<file path="src/dcv_defines.svh">
// Register offsets, field positions, reset values and timing counts of the CVD control block
`ifndef DCV_DEFINES_SVH
`define DCV_DEFINES_SVH

`define DCV_ADDR_W 4
`define DCV_OFF_SEC2 4'h0
`define DCV_OFF_COMMON 4'h1
`define DCV_OFF_TRIG1 4'h2
`define DCV_OFF_TRIG2 4'h3
`define DCV_OFF_POL1 4'h4
`define DCV_OFF_POL2 4'h5
`define DCV_OFF_STAT 4'h6
`define DCV_OFF_CTRL1 4'h7
`define DCV_OFF_CTRL2 4'h8
`define DCV_OFF_PRE1 4'h9
`define DCV_OFF_PRE2 4'ha
`define DCV_OFF_RES1H 4'hb
`define DCV_OFF_RES1L 4'hc
`define DCV_OFF_RES2H 4'hd
`define DCV_OFF_RES2L 4'he

`define DCV_RST_BYTE 8'h00

`define DCV_JUSTIFY_BIT 7
`define DCV_CLKSEL_MSB 6
`define DCV_CLKSEL_LSB 4
`define DCV_GOALL_BIT 2
`define DCV_PREF_MSB 1
`define DCV_PREF_LSB 0
`define DCV_TRIG_MSB 6
`define DCV_TRIG_LSB 4
`define DCV_EPPOL_BIT 7
`define DCV_IPPOL_BIT 6
`define DCV_IPEN_BIT 1
`define DCV_DSEN_BIT 0
`define DCV_EN_BIT 0
`define DCV_START_BIT 1
`define DCV_PRE_MSB 6
`define DCV_SEC_MSB 6
`define DCV_CONV2_FLAG_BIT 6
`define DCV_CONV1_FLAG_BIT 2

`define DCV_PRIMARY_SEC_IN_TWENTY 5'h14
`define DCV_INSTR_CLKS 10'd4
`define DCV_CLK_PERIOD_NS 25
`define DCV_ACQ_TIME_NS 1000
`define DCV_ACQ_CYCLES ((`DCV_ACQ_TIME_NS + `DCV_CLK_PERIOD_NS - 1) / `DCV_CLK_PERIOD_NS)
`define DCV_CONV_TICKS 10'd11

`endif

</file>
<file path="src/dcv_pkg.sv">
// Types shared by the CVD control block
`default_nettype none
package dcv_pkg;

  typedef enum logic [1:0] {
    DCV_IDLE = 2'b00,
    DCV_PRE = 2'b01,
    DCV_ACQ = 2'b10,
    DCV_CONV = 2'b11
  } dcv_stage_t;

  typedef enum logic [2:0] {
    DCV_TRG_NONE = 3'b000,
    DCV_TRG_RSV1 = 3'b001,
    DCV_TRG_RSV2 = 3'b010,
    DCV_TRG_TMR0 = 3'b011,
    DCV_TRG_TMR1 = 3'b100,
    DCV_TRG_TMR2 = 3'b101,
    DCV_TRG_RISE = 3'b110,
    DCV_TRG_FALL = 3'b111
  } dcv_trig_t;

  typedef struct packed {
    dcv_stage_t stage;
    logic ext_pol;
    logic int_pol;
    logic guard_pol;
    logic second;
  } dcv_analog_t;

  typedef struct packed {
    logic [2:0] conv_clock_sel;
    logic rc_select;
    logic [1:0] pos_ref_sel;
  } dcv_common_t;

endpackage : dcv_pkg
`default_nettype wire

</file>
<file path="src/dcv_ctrl.sv">
// Control and status logic of the two hardware CVD converter channels
//
// Chosen here: the plain strobed port and the register offsets.
`timescale 1ns/1ps
`default_nettype none
`include "dcv_defines.svh"

module dcv_ctrl (
  input wire logic CLOCK,
  input wire logic RSTN,
  input wire logic [3:0] ADDR,
  input wire logic [7:0] WDATA,
  input wire logic WR,
  input wire logic RD,
  output logic [7:0] RDATA,
  input wire logic TMR0_OVF,
  input wire logic TMR1_OVF,
  input wire logic TMR2_MATCH,
  input wire logic TRIG_PIN,
  input wire logic RC_TICK,
  input wire logic [4:0] PRI_CH2,
  input wire logic [1:0] GUARD_POL_SET,
  input wire logic [9:0] CORE_RESULT1,
  input wire logic [9:0] CORE_RESULT2,
  output dcv_pkg::dcv_analog_t ANALOG1,
  output dcv_pkg::dcv_analog_t ANALOG2,
  output dcv_pkg::dcv_common_t COMMON,
  output logic CONV_TICK,
  output logic [1:0] CONV_ENABLE,
  output logic [6:0] SEC2_CONNECT,
  output logic [6:0] SEC2_PRECHARGE,
  output logic [6:0] SEC2_PIN_DIRECTION_FORCE
);
  import dcv_pkg::*;

  localparam logic [9:0] ACQ_CYC = 10'(`DCV_ACQ_CYCLES);

  logic [6:0] sec2_reg;
  logic justify_reg;
  logic [2:0] clk_sel_reg;
  logic [1:0] pref_reg;
  logic [2:0] trig_reg [2];
  logic [7:0] pol_reg [2];
  logic [6:0] pre_reg [2];
  logic [1:0] en_reg;
  logic [1:0] en_next;
  logic [1:0] start_reg;
  logic [1:0] start_next;
  logic [1:0] pair_reg;
  dcv_stage_t stage_reg [2];
  logic [9:0] cnt_reg [2];
  logic [15:0] res_reg [2];
  logic [5:0] div_reg;
  logic [5:0] div_mask;
  logic rc_sel;
  logic tick;
  logic trig_prev_reg;
  logic [1:0] done;
  logic [1:0] auto_ev;
  logic wr_common_go;
  logic [7:0] rd_next;

  function automatic logic [5:0] div_mask_f(input logic [2:0] sel);
    case (sel)
      3'b000: div_mask_f = 6'h01;
      3'b001: div_mask_f = 6'h07;
      3'b010: div_mask_f = 6'h1f;
      3'b100: div_mask_f = 6'h03;
      3'b101: div_mask_f = 6'h0f;
      3'b110: div_mask_f = 6'h3f;
      default: div_mask_f = 6'h00;
    endcase
  endfunction : div_mask_f

  // Register writes; status register is hardware owned, writes to it are dropped
  always_ff @(posedge CLOCK or negedge RSTN)
  begin
    if (!RSTN)
    begin
      sec2_reg <= 7'h00;
      justify_reg <= 1'b0;
      clk_sel_reg <= 3'h0;
      pref_reg <= 2'h0;
      trig_reg[0] <= 3'h0;
      trig_reg[1] <= 3'h0;
      pol_reg[0] <= `DCV_RST_BYTE;
      pol_reg[1] <= `DCV_RST_BYTE;
      pre_reg[0] <= 7'h00;
      pre_reg[1] <= 7'h00;
      en_reg <= 2'b00;
    end
    else
    begin
      en_reg <= en_next;
      if (WR)
      begin
        case (ADDR)
          `DCV_OFF_SEC2: sec2_reg <= WDATA[`DCV_SEC_MSB:0];
          `DCV_OFF_COMMON:
          begin
            justify_reg <= WDATA[`DCV_JUSTIFY_BIT];
            clk_sel_reg <= WDATA[`DCV_CLKSEL_MSB:`DCV_CLKSEL_LSB];
            pref_reg <= WDATA[`DCV_PREF_MSB:`DCV_PREF_LSB];
          end
          `DCV_OFF_TRIG1: trig_reg[0] <= WDATA[`DCV_TRIG_MSB:`DCV_TRIG_LSB];
          `DCV_OFF_TRIG2: trig_reg[1] <= WDATA[`DCV_TRIG_MSB:`DCV_TRIG_LSB];
          `DCV_OFF_POL1: pol_reg[0] <= WDATA & 8'hc3;
          `DCV_OFF_POL2: pol_reg[1] <= WDATA & 8'hc3;
          `DCV_OFF_PRE1: pre_reg[0] <= WDATA[`DCV_PRE_MSB:0];
          `DCV_OFF_PRE2: pre_reg[1] <= WDATA[`DCV_PRE_MSB:0];
          default: ;
        endcase
      end
    end
  end

  always_comb
  begin
    en_next = en_reg;
    if (WR && ADDR == `DCV_OFF_CTRL1)
      en_next[0] = WDATA[`DCV_EN_BIT];
    if (WR && ADDR == `DCV_OFF_CTRL2)
      en_next[1] = WDATA[`DCV_EN_BIT];
  end

  // Free-running divider; the RC codes take the external RC tick instead
  always_ff @(posedge CLOCK or negedge RSTN)
  begin
    if (!RSTN)
      div_reg <= 6'h00;
    else
      div_reg <= div_reg + 6'h01;
  end

  assign rc_sel = (clk_sel_reg[1:0] == 2'b11);
  assign div_mask = div_mask_f(clk_sel_reg);
  assign tick = rc_sel ? RC_TICK : ((div_reg & div_mask) == div_mask);

  always_ff @(posedge CLOCK or negedge RSTN)
  begin
    if (!RSTN)
      trig_prev_reg <= 1'b0;
    else
      trig_prev_reg <= TRIG_PIN;
  end

  assign wr_common_go = WR && ADDR == `DCV_OFF_COMMON && WDATA[`DCV_GOALL_BIT];

  genvar c;
  generate
    for (c = 0; c < 2; c++)
    begin : g_conv
      logic ds;
      logic inv;
      logic [9:0] pre_cnt;
      logic [9:0] raw;
      logic wr_ctrl;

      assign ds = pol_reg[c][`DCV_DSEN_BIT];
      assign inv = pol_reg[c][`DCV_IPEN_BIT] & ds & pair_reg[c];
      assign pre_cnt = 10'(pre_reg[c]) * `DCV_INSTR_CLKS - 10'd1;
      assign raw = (c == 0) ? CORE_RESULT1 : CORE_RESULT2;
      assign wr_ctrl = WR && ADDR == ((c == 0) ? `DCV_OFF_CTRL1 : `DCV_OFF_CTRL2);

      // Reserved trigger codes act as no trigger
      always_comb
      begin
        case (dcv_trig_t'(trig_reg[c]))
          DCV_TRG_TMR0: auto_ev[c] = TMR0_OVF;
          DCV_TRG_TMR1: auto_ev[c] = TMR1_OVF;
          DCV_TRG_TMR2: auto_ev[c] = TMR2_MATCH;
          DCV_TRG_RISE: auto_ev[c] = TRIG_PIN & ~trig_prev_reg;
          DCV_TRG_FALL: auto_ev[c] = ~TRIG_PIN & trig_prev_reg;
          default: auto_ev[c] = 1'b0;
        endcase
      end

      assign done[c] = stage_reg[c] == DCV_CONV && tick && cnt_reg[c] == 10'd0 &&
                       !(ds && !pair_reg[c]);

      // A new start arriving with completion wins, so back-to-back triggers are kept
      always_comb
      begin
        start_next[c] = start_reg[c];
        if (!en_next[c])
          start_next[c] = 1'b0;
        else if (wr_common_go || auto_ev[c] || (wr_ctrl && WDATA[`DCV_START_BIT]))
          start_next[c] = 1'b1;
        else if (done[c] || wr_ctrl)
          start_next[c] = 1'b0;
      end

      always_ff @(posedge CLOCK or negedge RSTN)
      begin
        if (!RSTN)
          start_reg[c] <= 1'b0;
        else
          start_reg[c] <= start_next[c];
      end

      // Sequencer; clearing start mid-run aborts back to idle
      always_ff @(posedge CLOCK or negedge RSTN)
      begin
        if (!RSTN)
        begin
          stage_reg[c] <= DCV_IDLE;
          cnt_reg[c] <= 10'd0;
          pair_reg[c] <= 1'b0;
        end
        else if (!start_reg[c])
        begin
          stage_reg[c] <= DCV_IDLE;
          pair_reg[c] <= 1'b0;
          cnt_reg[c] <= 10'd0;
        end
        else
        begin
          case (stage_reg[c])
            DCV_IDLE:
            begin
              pair_reg[c] <= 1'b0;
              if (pre_reg[c] != 7'h00)
              begin
                stage_reg[c] <= DCV_PRE;
                cnt_reg[c] <= pre_cnt;
              end
              else
              begin
                stage_reg[c] <= DCV_ACQ;
                cnt_reg[c] <= ACQ_CYC - 10'd1;
              end
            end
            DCV_PRE:
              if (cnt_reg[c] == 10'd0)
              begin
                stage_reg[c] <= DCV_ACQ;
                cnt_reg[c] <= ACQ_CYC - 10'd1;
              end
              else
                cnt_reg[c] <= cnt_reg[c] - 10'd1;
            DCV_ACQ:
              if (cnt_reg[c] == 10'd0)
              begin
                stage_reg[c] <= DCV_CONV;
                cnt_reg[c] <= `DCV_CONV_TICKS - 10'd1;
              end
              else
                cnt_reg[c] <= cnt_reg[c] - 10'd1;
            DCV_CONV:
              if (tick && cnt_reg[c] == 10'd0)
              begin
                if (ds && !pair_reg[c])
                begin
                  pair_reg[c] <= 1'b1;
                  if (pre_reg[c] != 7'h00)
                  begin
                    stage_reg[c] <= DCV_PRE;
                    cnt_reg[c] <= pre_cnt;
                  end
                  else
                  begin
                    stage_reg[c] <= DCV_ACQ;
                    cnt_reg[c] <= ACQ_CYC - 10'd1;
                  end
                end
                else
                begin
                  stage_reg[c] <= DCV_IDLE;
                  pair_reg[c] <= 1'b0;
                end
              end
              else if (tick)
                cnt_reg[c] <= cnt_reg[c] - 10'd1;
            default: stage_reg[c] <= DCV_IDLE;
          endcase
        end
      end

      // Result captured at the end of each conversion in the chosen justification
      always_ff @(posedge CLOCK or negedge RSTN)
      begin
        if (!RSTN)
          res_reg[c] <= 16'h0000;
        else if (start_reg[c] && stage_reg[c] == DCV_CONV && tick && cnt_reg[c] == 10'd0)
          res_reg[c] <= justify_reg ? {6'h00, raw} : {raw, 6'h00};
      end
    end
  endgenerate

  // Inversion only touches what the converter sees, the stored bits stay put
  assign ANALOG1.stage = stage_reg[0];
  assign ANALOG1.ext_pol = pol_reg[0][`DCV_EPPOL_BIT] ^ g_conv[0].inv;
  assign ANALOG1.int_pol = pol_reg[0][`DCV_IPPOL_BIT] ^ g_conv[0].inv;
  assign ANALOG1.guard_pol = GUARD_POL_SET[0] ^ g_conv[0].inv;
  assign ANALOG1.second = pair_reg[0];
  assign ANALOG2.stage = stage_reg[1];
  assign ANALOG2.ext_pol = pol_reg[1][`DCV_EPPOL_BIT] ^ g_conv[1].inv;
  assign ANALOG2.int_pol = pol_reg[1][`DCV_IPPOL_BIT] ^ g_conv[1].inv;
  assign ANALOG2.guard_pol = GUARD_POL_SET[1] ^ g_conv[1].inv;
  assign ANALOG2.second = pair_reg[1];

  assign COMMON.conv_clock_sel = clk_sel_reg;
  assign COMMON.rc_select = rc_sel;
  assign COMMON.pos_ref_sel = pref_reg;
  assign CONV_TICK = tick;
  assign CONV_ENABLE = en_reg;

  genvar s;
  generate
    for (s = 0; s < 7; s++)
    begin : g_sec
      logic is_primary;
      assign is_primary = PRI_CH2 == `DCV_PRIMARY_SEC_IN_TWENTY + 5'(s);
      assign SEC2_CONNECT[s] = en_reg[1] & sec2_reg[s] & ~is_primary;
      assign SEC2_PIN_DIRECTION_FORCE[s] = en_reg[1] & sec2_reg[s];
      assign SEC2_PRECHARGE[s] = SEC2_CONNECT[s] & (stage_reg[1] == DCV_PRE);
    end
  endgenerate

  // Read data is registered and stands one cycle after the strobe
  always_comb
  begin
    rd_next = 8'h00;
    case (ADDR)
      `DCV_OFF_SEC2: rd_next = {1'b0, sec2_reg};
      `DCV_OFF_COMMON: rd_next = {justify_reg, clk_sel_reg, 1'b0, |start_reg, pref_reg};
      `DCV_OFF_TRIG1: rd_next = {1'b0, trig_reg[0], 4'h0};
      `DCV_OFF_TRIG2: rd_next = {1'b0, trig_reg[1], 4'h0};
      `DCV_OFF_POL1: rd_next = pol_reg[0];
      `DCV_OFF_POL2: rd_next = pol_reg[1];
      `DCV_OFF_STAT: rd_next = {1'b0, pair_reg[1], stage_reg[1], 1'b0, pair_reg[0],
                                stage_reg[0]};
      `DCV_OFF_CTRL1: rd_next = {6'h00, start_reg[0], en_reg[0]};
      `DCV_OFF_CTRL2: rd_next = {6'h00, start_reg[1], en_reg[1]};
      `DCV_OFF_PRE1: rd_next = {1'b0, pre_reg[0]};
      `DCV_OFF_PRE2: rd_next = {1'b0, pre_reg[1]};
      `DCV_OFF_RES1H: rd_next = res_reg[0][15:8];
      `DCV_OFF_RES1L: rd_next = res_reg[0][7:0];
      `DCV_OFF_RES2H: rd_next = res_reg[1][15:8];
      `DCV_OFF_RES2L: rd_next = res_reg[1][7:0];
      default: rd_next = 8'h00;
    endcase
  end

  always_ff @(posedge CLOCK or negedge RSTN)
  begin
    if (!RSTN)
      RDATA <= 8'h00;
    else if (RD)
      RDATA <= rd_next;
    else
      RDATA <= 8'h00;
  end

endmodule : dcv_ctrl
`default_nettype wire

</file>
<file path="config.mk">
export PLATFORM = sky130hd
export DESIGN_NAME = dcv_ctrl
export DESIGN_NICKNAME = d
export VERILOG_FILES = /design/src/dcv_pkg.sv /design/src/dcv_ctrl.sv
export VERILOG_INCLUDE_DIRS = /design/src
export SDC_FILE = /design/constraint.sdc
export NUM_CORES = 1
export LEC_CHECK = 0
export ABC_AREA = 1
export CAP_MARGIN = 20
export CORE_MARGIN = 2
export CORE_UTILIZATION = 50
export DETAILED_ROUTE_END_ITERATION = 8
export DONT_BUFFER_PORTS = 1
export GPL_TIMING_DRIVEN = 0
export PLACE_DENSITY = 0.72
export SLEW_MARGIN = 10
export SYNTH_ARGS = -nofsm -noshare
export SYNTH_HDL_FRONTEND = slang
export SYNTH_SLANG_ARGS = --single-unit
</file>
<file path="constraint.sdc">
create_clock -name CLOCK -period 3.8 [get_ports CLOCK]
set_clock_uncertainty 0.2 [all_clocks]
set_input_delay 0.38 -clock CLOCK [delete_from_list [all_inputs] [get_ports CLOCK]]
set_output_delay 0.38 -clock CLOCK [all_outputs]
set_load 0.005 [all_outputs]
</file>
**After elaboration in Yosys (flattened, before gate mapping)**

Index checks and enable logic that the tools add are counted.

- Bits of input ports: 48
- Output and inout port bits: 50
- Logic and storage cells: 239
- Bits in registers: 118

- Muxes and demuxes: 54
- Reductions and logical operators: 55
- Bitwise logic cells: 43
- Equal/unequal tests: 58
- Add/subtract/negate cells: 5

Operator list:

| cell | count |
|---|---|
| $mux W10 | 14 |
| $pmux W8 S15 | 1 |
| $pmux W10 S4 | 2 |
| $pmux W6 S6 | 1 |
| $eq A5 B5 Y1 const B | 7 |
| $eq A3 B3 Y1 const B | 11 |
| $mux W16 | 2 |
| $eq A4 B4 Y1 const B | 7 |
| $and A1 B1 Y1 | 27 |
| $mux W2 | 12 |
| $reduce_and A2 Y1 | 12 |
| $logic_and A1 B1 Y1 | 22 |
| $logic_not A10 Y1 | 2 |
| $sub A10 B1 Y10 const B | 2 |
| $sub A9 B1 Y10 const B | 2 |
| $eq A4 B3 Y1 const B | 4 |
| $pmux W2 S4 | 2 |
| $mux W1 | 15 |
| $ne A3 B3 Y1 const B | 5 |
| $reduce_bool A7 Y1 | 2 |
| $ne A3 B1 Y1 const B | 4 |
| $ne A4 B4 Y1 const B | 3 |
| $eq A2 B2 Y1 const B | 5 |
| $pmux W1 S5 | 2 |
| other kinds (21) | 49 |

**Logic depth before layout (Yosys ltp)**

Gate-level depths: netlist of run 1.

- Depth after elaboration: 12
- Mapped depth: 13
- Gate-level depth less buffers: 13

**Least setup slack after synthesis of run 1**

No wires, ideal clock.

- Kind: register to register
- Start point: register cnt_reg[0] (netlist name)
- End point: register cnt_reg[7] (netlist name)
- Path slack: 1.896 ns
- Arrival time: 1.586 ns
- Path buffers: 0
- Required time: 3.483 ns
- Period minus slack after synthesis: 1.904 ns
- Setup time: 0.117 ns
- Stages on the path, launching flop included: 14
- Cell sequence: dfrtp_1 > inv_1 > ha_1 > nand2_1 > nor2_2 > nand3_2 > inv_2 > nand2_1 > nand2_1 > nand2_1 > nand2_1 > nand2_1 > nand2_1 > o21ai_2

- Longest elaborated chain between the ends: 5
- Elaborated cells between the ends (all ways): 12
- Those cells by class: add/sub: 1; eq/ne: 2; mux: 6; reduce/logical: 3

RTL lines:

| item | RTL line | RTL |
|---|---|---|
| start: declaration | dcv_ctrl.sv:51 | `logic [9:0] cnt_reg [2];` |
| start signal: indexed assignment | dcv_ctrl.sv:225 | `cnt_reg[c] <= pre_cnt;` |
| start signal: indexed assignment | dcv_ctrl.sv:230 | `cnt_reg[c] <= ACQ_CYC - 10'd1;` |
| start signal: indexed assignment | dcv_ctrl.sv:237 | `cnt_reg[c] <= ACQ_CYC - 10'd1;` |
| $sub A10 B1 Y10 / $logic_not A10 Y1 (equally long branches) | -- |  |
| $mux W10 / $logic_and A1 B1 Y1 (equally long branches) | dcv_ctrl.sv:272, dcv_ctrl.sv:250 |  |
| $mux W10 | dcv_ctrl.sv:250 | `if (tick && cnt_reg[c] == 10'd0)` |
| $pmux W10 S4 | dcv_ctrl.sv:218 | `case (stage_reg[c])` |
| $mux W10 | dcv_ctrl.sv:210 | `else if (!start_reg[c])` |

Parallel ways exist; a longest one is shown, timed or not. The select of a mux whose other input is x is not followed.
A chain may end at the register's enable or synchronous reset.

**Worst setup path in the final report of run 1**

- Start point: register cnt_reg[0] (netlist name)
- End point: register res_reg[12] (netlist name)

- Longest elaborated chain between the ends: 2

RTL lines:

| item | RTL line | RTL |
|---|---|---|
| $logic_not A10 Y1 | dcv_ctrl.sv:284 | `else if (start_reg[c] && stage_reg[c] == DCV_CONV && tick && cnt_reg[c] == 10'd0)` |
| $logic_and A1 B1 Y1 | dcv_ctrl.sv:284 |  |
| end signal: indexed assignment | dcv_ctrl.sv:285 | `res_reg[c] <= justify_reg ? {6'h00, raw} : {raw, 6'h00};` |
| end: declaration | dcv_ctrl.sv:52 | `logic [15:0] res_reg [2];` |

No other way between the ends.

==> results of run 1 <==
## cell type report
cell class | instances | area share [%]
Timing Repair Buffer | 26 | 3.45
Sequential cell | 118 | 36.7
Buffer | 22 | 1.48
Tap cell | 180 | 2.80
Clock buffer | 23 | 5.94
Inverter | 149 | 7.01
Clock inverter | 9 | 1.54
Multi-Input combinational cell | 670 | 41.1
## worst register-to-register path: cells and delay by family, from the launching register on
| kind | cells | cell delay [ps] |
|---|---|---|
| adders and majority gates | 1 | 210 |
| DFF | 1 | 400 |
| buffers and inverters | 4 | 740 |
| and+or+nand+nor | 4 | 650 |
| AOI/OAI and AO/OA | 1 | 120 |
## metal layers
metal / share of wire (%) / routed length (microns) / up-vias
li1: - / - / 3202
met1: 45 / 8970 / 3158
met2: 45 / 8970 / 338
met3: 8.0 / 1600 / 41
met4: 2.4 / 482 / 0
met5: 0 / 0 / -
## metrics by stage
stage	std cells	util, %
finish	1197	58.7
global route	1197	58.7
CTS	1197	58.7
detailed placement	1139	52.3
global placement	1139	52.3
floorplan	959	-
## repair_timing
item                                   CTS  global route
setup buffers                            0             0
hold buffers                            26             0
endpoints found under the hold margin  162             0
setup endpoints to repair                0             0
## power by group through the flow
stage               combinational (mW)  sequential [mW]  clock [mW]
floorplan                         1.47             1.73           0
global placement                  1.82             1.81           0
detailed placement                1.85             1.81           0
CTS                               1.93             1.80        1.65
global route                      2.19             1.84        1.71
finish                            1.96             1.80        1.64
## layout by cell type (no fill, tap or decap), types with 2 or more instances in the layout
master           n
nand2_1        264
nand3_1         76
nor2_1          65
buf_2            5
xor2_1          23
bufinv_16        3
nor2_4           3
and2_1           8
or2_2            2
dlygate4sd3_1   25
ha_1             5
xnor2_1          4
nand2_2          5
nand3_4          2
nor2_2           2
o22ai_1         25
clkinv_4         2
clkinv_1         2
nand3_2          4
a31oi_1          7
clkbuf_1        12
nor3_1          13
nand3b_1         5
clkinv_2         5
inv_1          145
o21ai_0        103
a21oi_1         20
o21ai_1          6
dfrtp_1        118
a221oi_1         3
nand4_1          9
clkbuf_8         3
o221ai_1         3
nor4_1           2
buf_4            6
clkbuf_16       17
## final timing paths
kind / endpoint / slack [ps]
worst max-delay path: res_reg[12] / 1350
worst min-delay path: res_reg[25] / 20
worst min register to register: cnt_reg[9] / 280
min in group asynchronous: res_reg[4] / 370
worst max register to register: res_reg[12] / 1350
max in group asynchronous: cnt_reg[4] / 2620
## cells by family after synthesis
kind of cell | share of synthesized area [%]
and+or+nand+nor | 29.4
buffers and inverters | 9.84
adders and majority gates | 0.901
AOI/OAI and AO/OA | 14.0
xor gates and xnor gates | 3.40
DFF | 42.5
==> flow_summary.yaml, run 1 <==
clock_tree:
  clockBufferDepth: 2
  cts_sinks: 118
  path_clk_slew_ps: 50
  cts_tree: "done"
  numCtsBuffers: 17
  clock_latency_ps: 430
  clockRootBuffer: "clkbuf_16"
  cts_resized: 0
  ctsHtreeMaxLevel: 4
global_routing:
  use_met2_pct: 42.5
  busiest_layer: "met2"
  grt_use_met1_pct: 39.5
  globalRouteMet3Util_pct: 6.09
  grt_pass1_wl_microns: 32100
  antenna_found_initial: 0
  grt_usage_pct: 28.1
  grt-ovfl-total: 0
  grt_pass1_vias: 6244
  grt_max_degree: 119
sta:
  layout_setup_ws_ps: 1350
  tightest_slew_ps: 725
  tns_ps: 0
  hold_viol_final: 0
  maxSlewHeadroom_pct: 51.3
  fmax_mhz: 408
  post-route-min-period_ps: 2450
  hold_slack_ps: 15.4
  setup_viol: 0
  grt_setup_unrepaired: "no"
  report.final.slew_viol_count: 0
  finalCritPeriodShare_pct: 64.5
worst_setup_path:
  path_class: "reg2reg"
  critPathMaxFanout: 10
  cp_slowest_cell: "dfrtp_1"
  crit_path_max_incr_delay_ps: 400
  r2r_cells: 10
  start_kind: "register"
  path_depth: 10
  path_delay_family: "buffers and inverters"
  cp_cell_sequence: "inv_1, ha_1, nand2_1, nor2_2, nand3_2, inv_2, nand3_1, inv_1, buf_2, o21ai_0"
  r2r-start: "cnt_reg[0]"
  critPathCaptureType: "register"
  startpoint: "cnt_reg[0]"
  path_common_cell: "inv_1"
  crit_buf_inv: 4
  arrival_ps: 2550
  cp.required_ps: 3900
hold_path:
  hold_depth: 4
  hp-start: "CORE_RESULT1[9]"
  hold_path_class: "in2reg"
logic_synthesis:
  syn_area_per_cell_sq_um: 7.24
  synth-edff-count: 0
  syn_inst: 959
  synth.distinct_cells: 45
  synth_top_area_cell: "dfrtp_1"
  synth-seq-cells: 118
  synth_most_common_cell: "nand2_1"
  seq_area_frac_synth_pct: 42.5
  synth_flop_cell: "dfrtp_1"
  yosys_warnings: 0
  syn_area_sq_um: 6950
  synthTopCellsByCount: "nand2_1 (264), inv_1 (145), dfrtp_1 (118), o21ai_0 (103), nand3_1 (76)"
  ys_async_sr_fraction_pct: 100
  syn-num-nets: 1012
  synth_top_area_share_pct: 42.5
  synth_area_leaders: "dfrtp_1 (43%), nand2_1 (14%), inv_1 (7.8%), o21ai_0 (7.4%), nand3_1 (5.5%)"
routing:
  antenna_left: 0
  first_pass_iters: 6
  drt-initial-drc-count: 771
  vias_per_cell: 5.63
  wl_per_cell_microns: 16.7
  routed_wl_microns: 20000
  num_vias: 6739
  drc: 0
power_and_ir_drop:
  ir_drop_v: 0.000317
  p_clk_share_pct: 30.4
  power_switching_share_pct: 39.5
  p_per_area_nw_per_um2: 672
  pwr-share-seq_pct: 33.3
  p_switching_mw: 2.14
  power_mw: 5.41
  p_int_mw: 3.27
  combPwrFrac_pct: 36.3
  leakagePower_nw: 4.10
die:
  die_x_microns: 122
  start_util_pct: 50.6
  io_pins: 98
  design.die.area_sq_um: 14800
  core_area_sq_um: 13700
  rows: 43
  die_h_microns: 122
final_layout:
  fillers: 1294
  drive_above_1_share_pct: 6.49
  multi_input_area_sq_um: 3310
  nets: 1057
  n_antenna_cell: 0
  area_growth_pct: 15.9
  final_area_sq_um: 8050
  seqCellArea_sq_um: 2950
  largest_reg_flops: 32
placed_design:
  dp_slack_ps: 1400
  gp_congestion: 0.970
  hpwlAfterDp_microns: 14400
  placed_area_sq_um: 7170
  portBuffers: 0
status:
  outcome: "complete, no violations"
job:
  maxCapViolations: 0
(Power assumes the default switching activity.)
==> run 2, diff against run 1 <==
--- a/config.mk
+++ b/config.mk
@@ -13,7 +13,7 @@
 export DETAILED_ROUTE_END_ITERATION = 8
 export DONT_BUFFER_PORTS = 1
 export GPL_TIMING_DRIVEN = 0
-export PLACE_DENSITY = 0.72
+export PLACE_DENSITY = 0.75
 export SLEW_MARGIN = 10
 export SYNTH_ARGS = -nofsm -noshare
 export SYNTH_HDL_FRONTEND = slang
==> constraint.sdc (replaced) <==
create_clock -name CLOCK -period 2.05 [get_ports CLOCK]
set_clock_uncertainty 0.2 [all_clocks]
set_input_delay 0.205 -clock CLOCK [delete_from_list [all_inputs] [get_ports CLOCK]]
set_output_delay 0.205 -clock CLOCK [all_outputs]
set_load 0.005 [all_outputs]
==> run 2 against run 1 <==
  * Sequential share of layout area shrank 2.2 points
  * First-iteration DRC count grew 35%
  * The flow now finishes with violations (hold timing, setup timing)
  * Clock power grew 70%
  * Non-clock buffer count grew 26
  * Register-to-register slack lost 1300 ps
  * Critical path depth shrank 2
  * Wire length grew 8.1%
==> flow_summary.yaml, run 2 (synthesis results as in run 1) <==
worst_setup_path:
  critPathCaptureType: "output port"
  cp_cell_sequence: "nand2_1, nor2_2, nand2_1, nand2_1, nand3_2, nand2_8, buf_6, buf_8"
  crit_path_max_incr_delay_ps: 390
  path_delay_family: "simple AND/OR/NAND/NOR gates"
  start_kind: "register"
  critPathMaxFanout: 5
  cp.required_ps: 1640
  cp_slowest_cell: "dfrtp_1"
  crit_buf_inv: 2
  arrival_ps: 1650
  path_class: "reg2out"
  ff2ff_setup_slack_ps: 10
  path_common_cell: "nand2_1"
clock_tree:
  clock_latency_ps: 420
  ctsHtreeMaxLevel: 4
  numCtsBuffers: 17
  path_clk_slew_ps: 50
  clockBufferDepth: 2
  postCtsHoldBufs: 32
  cts_sinks: 118
  clockRootBuffer: "clkbuf_16"
  cts_tree: "done"
job:
  maxCapViolations: 0
sta:
  post-route-min-period_ps: 2060
  hold_viol_final: 118
  layout_setup_ws_ps: -9.10
  tightest_slew_ps: 647
  report.final.slew_viol_count: 0
  fmax_mhz: 486
  grt_setup_unrepaired: "yes"
  hold_slack_ps: -726
  setup_viol: 1
  tns_ps: -9.10
  maxSlewHeadroom_pct: 56.4
  finalCritPeriodShare_pct: 100
power_and_ir_drop:
  ir_drop_v: 0.000599
  power_mw: 10.3
  p_per_area_nw_per_um2: 1200
  leakagePower_nw: 4.24
die:
  design.die.area_sq_um: 14800
  die_h_microns: 122
  rows: 43
  io_pins: 98
  core_area_sq_um: 13700
  start_util_pct: 50.6
  die_x_microns: 122
placed_design:
  hpwlAfterDp_microns: 14500
  placed_area_sq_um: 7170
  gp_congestion: 0.949
  portBuffers: 0
routing:
  drc: 0
  antenna_left: 0
  wl_per_cell_microns: 17.7
  routed_wl_microns: 21600
  first_pass_iters: 5
  num_vias: 7000
  drt-initial-drc-count: 1040
  vias_per_cell: 5.72
final_layout:
  nets: 1084
  fillers: 1182
  n_antenna_cell: 0
  area_growth_pct: 23.4
  final_cell_mix: "nand2_1 (250), inv_1 (138), dfrtp_1 (114), o21ai_0 (83)"
  largest_reg_flops: 32
  final_common_cell: "nand2_1"
  final_area_sq_um: 8570
  drive_above_1_share_pct: 13.4
global_routing:
  antenna_found_initial: 0
  globalRouteMet3Util_pct: 6.69
  grt_usage_pct: 28.8
  grt_use_met1_pct: 40.2
  busiest_layer: "met2"
  grt_pass1_wl_microns: 32700
  grt-ovfl-total: 0
  grt_max_degree: 119
  grt_pass1_vias: 6466
  use_met2_pct: 43.5
hold_path:
  hold_path_class: "in2async"
status:
  outcome: "finished, violations left"
  violations: "hold timing, setup timing"
[run 2: cell count changes in the layout (fill, tap and decap cells not counted), moves of 10 or more]
cell / previous run / this run
nand2_2: 5 / 15
o21ai_1: 6 / 23
o21ai_0: 103 / 83
nand3_1: 76 / 62
nand3_2: 4 / 15
nand2_1: 264 / 250
[run 2: worst paths after layout]
kind | end | cells past startpoint | from
worst max-delay path | CONV_TICK | 8 | div_reg[3]
max in group asynchronous | ANALOG2[4] | 0 | RSTN
worst min-delay path | div_reg[3] | 0 | RSTN
worst max register to register | cnt_reg[9] | 13 | cnt_reg[0]
worst min register to register | trig_reg[5] | 2 | trig_reg[5]
min in group CLOCK | RDATA[3] | 5 | ADDR[3]
[run 2: power by group]
| group | switching (mW) | total, mW | internal [mW] |
|---|---|---|---|
| Combinational | 2.64 | 4.15 | 1.51 |
| Clock | 1.13 | 2.78 | 1.66 |
| Sequential | 0.508 | 3.38 | 2.87 |
| Total | 4.27 | 10.3 | 6.04 |
[run 2: final cells by class]
class	instances	area (sq um)	share of cell area, %
plain buffers	21	165	1.93
clock buffers	20	437	5.10
clock inverters	12	108	1.26
inverters	149	576	6.72
multi-input cells	671	3550	41.4
flip-flops and latches	118	2960	34.5
well taps	180	225	2.63
repair buffers	53	553	6.45
[run 2: stage by stage]
stage | hold slack (ps) | std cells | utilization [%] | setup WS (ps)
2_1_floorplan | -291 | 959 | - | 146
3_5_place_dp | -287 | 1139 | 52.3 | -339
4_1_cts | -733 | 1209 | 59.6 | 0.167
5_1_grt | -735 | 1224 | 62.5 | -116
3_3_place_gp | -287 | 1139 | 52.3 | -281
6_report | -726 | 1224 | 62.5 | -9.10
[run 2: repair_timing]
item / 4_1_cts / 5_1_grt
endpoints found under the setup margin: 65 / 64
resized for setup: 28 / 84
pin swaps: 6 / 13
cloned: 1 / 4
buffers inserted: 5 / 12
hold endpoints to repair: 204 / 118
[run 2: layer usage]
layer	vias up	share of wire [%]
met4	0	3.0
met2	390	46
met3	60	8.9
met5	-	0
li1	3251	-
met1	3299	42
==> run 3, diff against run 2 <==
--- a/config.mk
+++ b/config.mk
@@ -6,13 +6,14 @@
 export SDC_FILE = /design/constraint.sdc
 export NUM_CORES = 1
 export LEC_CHECK = 0
-export ABC_AREA = 1
 export CAP_MARGIN = 20
 export CORE_MARGIN = 2
 export CORE_UTILIZATION = 50
+export CTS_CLUSTER_DIAMETER = 150
 export DETAILED_ROUTE_END_ITERATION = 8
 export DONT_BUFFER_PORTS = 1
 export GPL_TIMING_DRIVEN = 0
+export HOLD_SLACK_MARGIN = 0.02
 export PLACE_DENSITY = 0.75
 export SLEW_MARGIN = 10
 export SYNTH_ARGS = -nofsm -noshare
==> run 3 against run 2 <==
  * The flow still finishes with violations (hold timing, setup timing)
  * Clock power rose by 20%
  * Wire length rose by 18%
  * Register-to-register slack got worse by 640 ps
  * Cell count fell by 13%
  * Clock-buffer cell count rose by 1
  * Synthesized area rose by 1.5%
  * Utilization rose by 7.4 points
  * Setup slack got worse by 630 ps
  * Global-route usage rose by 4.6 points
  * Total power rose by 6.0%
  * Critical endpoint is now res_reg[28]
  * Largest cell class unchanged
==> flow_summary.yaml, run 3 <==
status:
  outcome: "finished, violations left"
  violations: "hold timing, setup timing"
sta:
  hold_viol_final: 118
  finalCritPeriodShare_pct: 131
  report.final.slew_viol_count: 0
  fmax_mhz: 373
  post-route-min-period_ps: 2680
  layout_setup_ws_ps: -635
  setup_viol: 61
  hold_slack_ps: -733
  grt_setup_unrepaired: "yes"
  maxSlewHeadroom_pct: 53.0
  tightest_slew_ps: 699
  tns_ps: -28440
logic_synthesis:
  synth-seq-cells: 118
  syn_inst: 754
  synth_top_area_share_pct: 41.9
  syn-num-nets: 807
  synth.distinct_cells: 68
  ys_async_sr_fraction_pct: 100
  seq_area_frac_synth_pct: 41.9
  synth_flop_cell: "dfrtp_1"
  synth-edff-count: 0
  syn_area_per_cell_sq_um: 9.35
  synthTopCellsByCount: "dfrtp_1 (118), nand2_1 (98), o21ai_0 (53), mux2_2 (42), nor2_1 (42)"
  yosys_warnings: 0
  syn_area_sq_um: 7050
  synth_top_area_cell: "dfrtp_1"
  synth_most_common_cell: "dfrtp_1"
  synth_area_leaders: "dfrtp_1 (42%), mux2_2 (6.7%), nand2_1 (5.2%), o21ai_0 (3.8%), mux2i_1 (2.6%)"
worst_setup_path:
  cp.required_ps: 2170
  arrival_ps: 2810
  path_class: "reg2reg"
  r2r_cells: 8
  critPathMaxFanout: 6
  critPathCaptureType: "register"
  start_kind: "register"
die:
  design.die.area_sq_um: 15100
  rows: 43
  die_x_microns: 123
  io_pins: 98
  core_area_sq_um: 13800
  start_util_pct: 51.0
  die_h_microns: 123
power_and_ir_drop:
  ir_drop_v: 0.000649
  power_mw: 10.9
  leakagePower_nw: 4.05
  p_per_area_nw_per_um2: 1130
clock_tree:
  numCtsBuffers: 17
  clockBufferDepth: 2
  path_clk_slew_ps: 60
  cts_sinks: 118
  ctsHtreeMaxLevel: 4
  cts_tree: "done"
  clock_latency_ps: 430
  clockRootBuffer: "clkbuf_16"
routing:
  vias_per_cell: 6.64
  first_pass_iters: 6
  drc: 0
  wl_per_cell_microns: 24.2
  num_vias: 7035
  drt-initial-drc-count: 789
  antenna_left: 0
  routed_wl_microns: 25600
global_routing:
  grt_max_degree: 119
  grt_usage_pct: 33.4
  grt_pass1_wl_microns: 37900
  grt-ovfl-total: 0
  grt_pass1_vias: 6772
  antenna_found_initial: 2
final_layout:
  nets: 918
  final_cell_mix: "dfrtp_1 (114), nand2_1 (58), buf_4 (45), mux2_2 (42), nor2_1 (39)"
  drive_above_1_share_pct: 34.3
  area_growth_pct: 37.1
  fillers: 947
  largest_reg_flops: 32
  utilization_pct: 69.9
  final_area_sq_um: 9660
  final_common_cell: "dfrtp_1"
placed_design:
  gp_congestion: 1.06
  placed_area_sq_um: 7440
  hpwlAfterDp_microns: 15800
  portBuffers: 0
job:
  maxCapViolations: 0
hold_path:
  hold_path_class: "in2async"
==> run 3: final timing paths <==
check                            start             end  slack, ps
max                        cnt_reg[11]     res_reg[28]       -630
min                               RSTN      cnt_reg[9]       -730
max in group asynchronous         RSTN  clk_sel_reg[1]       2180
min in group CLOCK            TMR1_OVF    start_reg[1]         60
max reg2reg                cnt_reg[11]     res_reg[28]       -630
min reg2reg                 div_reg[5]      div_reg[5]        290
==> run 3: logic make-up (layout without fill, tap and decap cells) <==
logic type	after synthesis	in the layout	synth area share (%)
compound gates	195	195	19.2
xor+xnor	27	27	3.36
fa+ha+maj	5	5	0.888
buf+inv	67	191	4.03
flops	118	118	41.9
mux	66	66	11.2
other cells	0	1	0
simple gates	276	276	19.4
==> run 3: area by class of cell <==
type	instances	area [sq um]	share of cell area [%]
multi-input cells	569	4480	46.3
clock buffers	21	460	4.77
plain buffers	41	308	3.19
diodes	1	2.50	0.0259
well taps	180	225	2.33
clock inverters	11	196	2.03
inverters	22	95.1	0.984
repair buffers	96	940	9.73
flip-flops and latches	118	2960	30.6
==> run 3: timing repair <==
item / 4_1_cts / 5_1_grt
cloned: 4 / 3
setup buffers: 41 / 16
hold buffers: 32 / 1
pin swaps: 27 / 41
endpoints found under the setup margin: 68 / 88
hold endpoints to repair: 200 / 119
gates resized for setup: 95 / 109
==> run 3: power by group <==
part	leakage (nW)	internal (mW)	total [mW]	switching (mW)
clock	0.314	2.22	3.34	1.12
sequential	1.52	2.64	3.11	0.472
combinational	2.21	2.16	4.48	2.32
total	4.05	7.03	10.9	3.91
==> run 3: per-stage QoR <==
stage,std cells,worst slack (ps),hold slack [ps]
global route,1059,-642,-746
detailed placement,934,-873,-287
CTS,1041,-599,-737
global placement,934,-855,-287
finish,1059,-635,-733
floorplan,754,-652,-291
==> run 3: critical path: stages (launching register included) <==
cell,delay [ps]
dfrtp_1,400
inv_2,100
ha_4,130
or4b_4,470
or3_4,430
or3_4,510
clkbuf_16,200
nand2_2,70
o21ai_2,50
==> run 3: metal layers <==
layer | track usage, % | vias to the layer above | wire, microns
met5 | 0 | - | 0
met1 | 41.4 | 3488 | 9600
li1 | - | 2981 | -
met4 | 17.7 | 0 | 1320
met3 | 6.97 | 117 | 2130
met2 | 54.9 | 449 | 12600
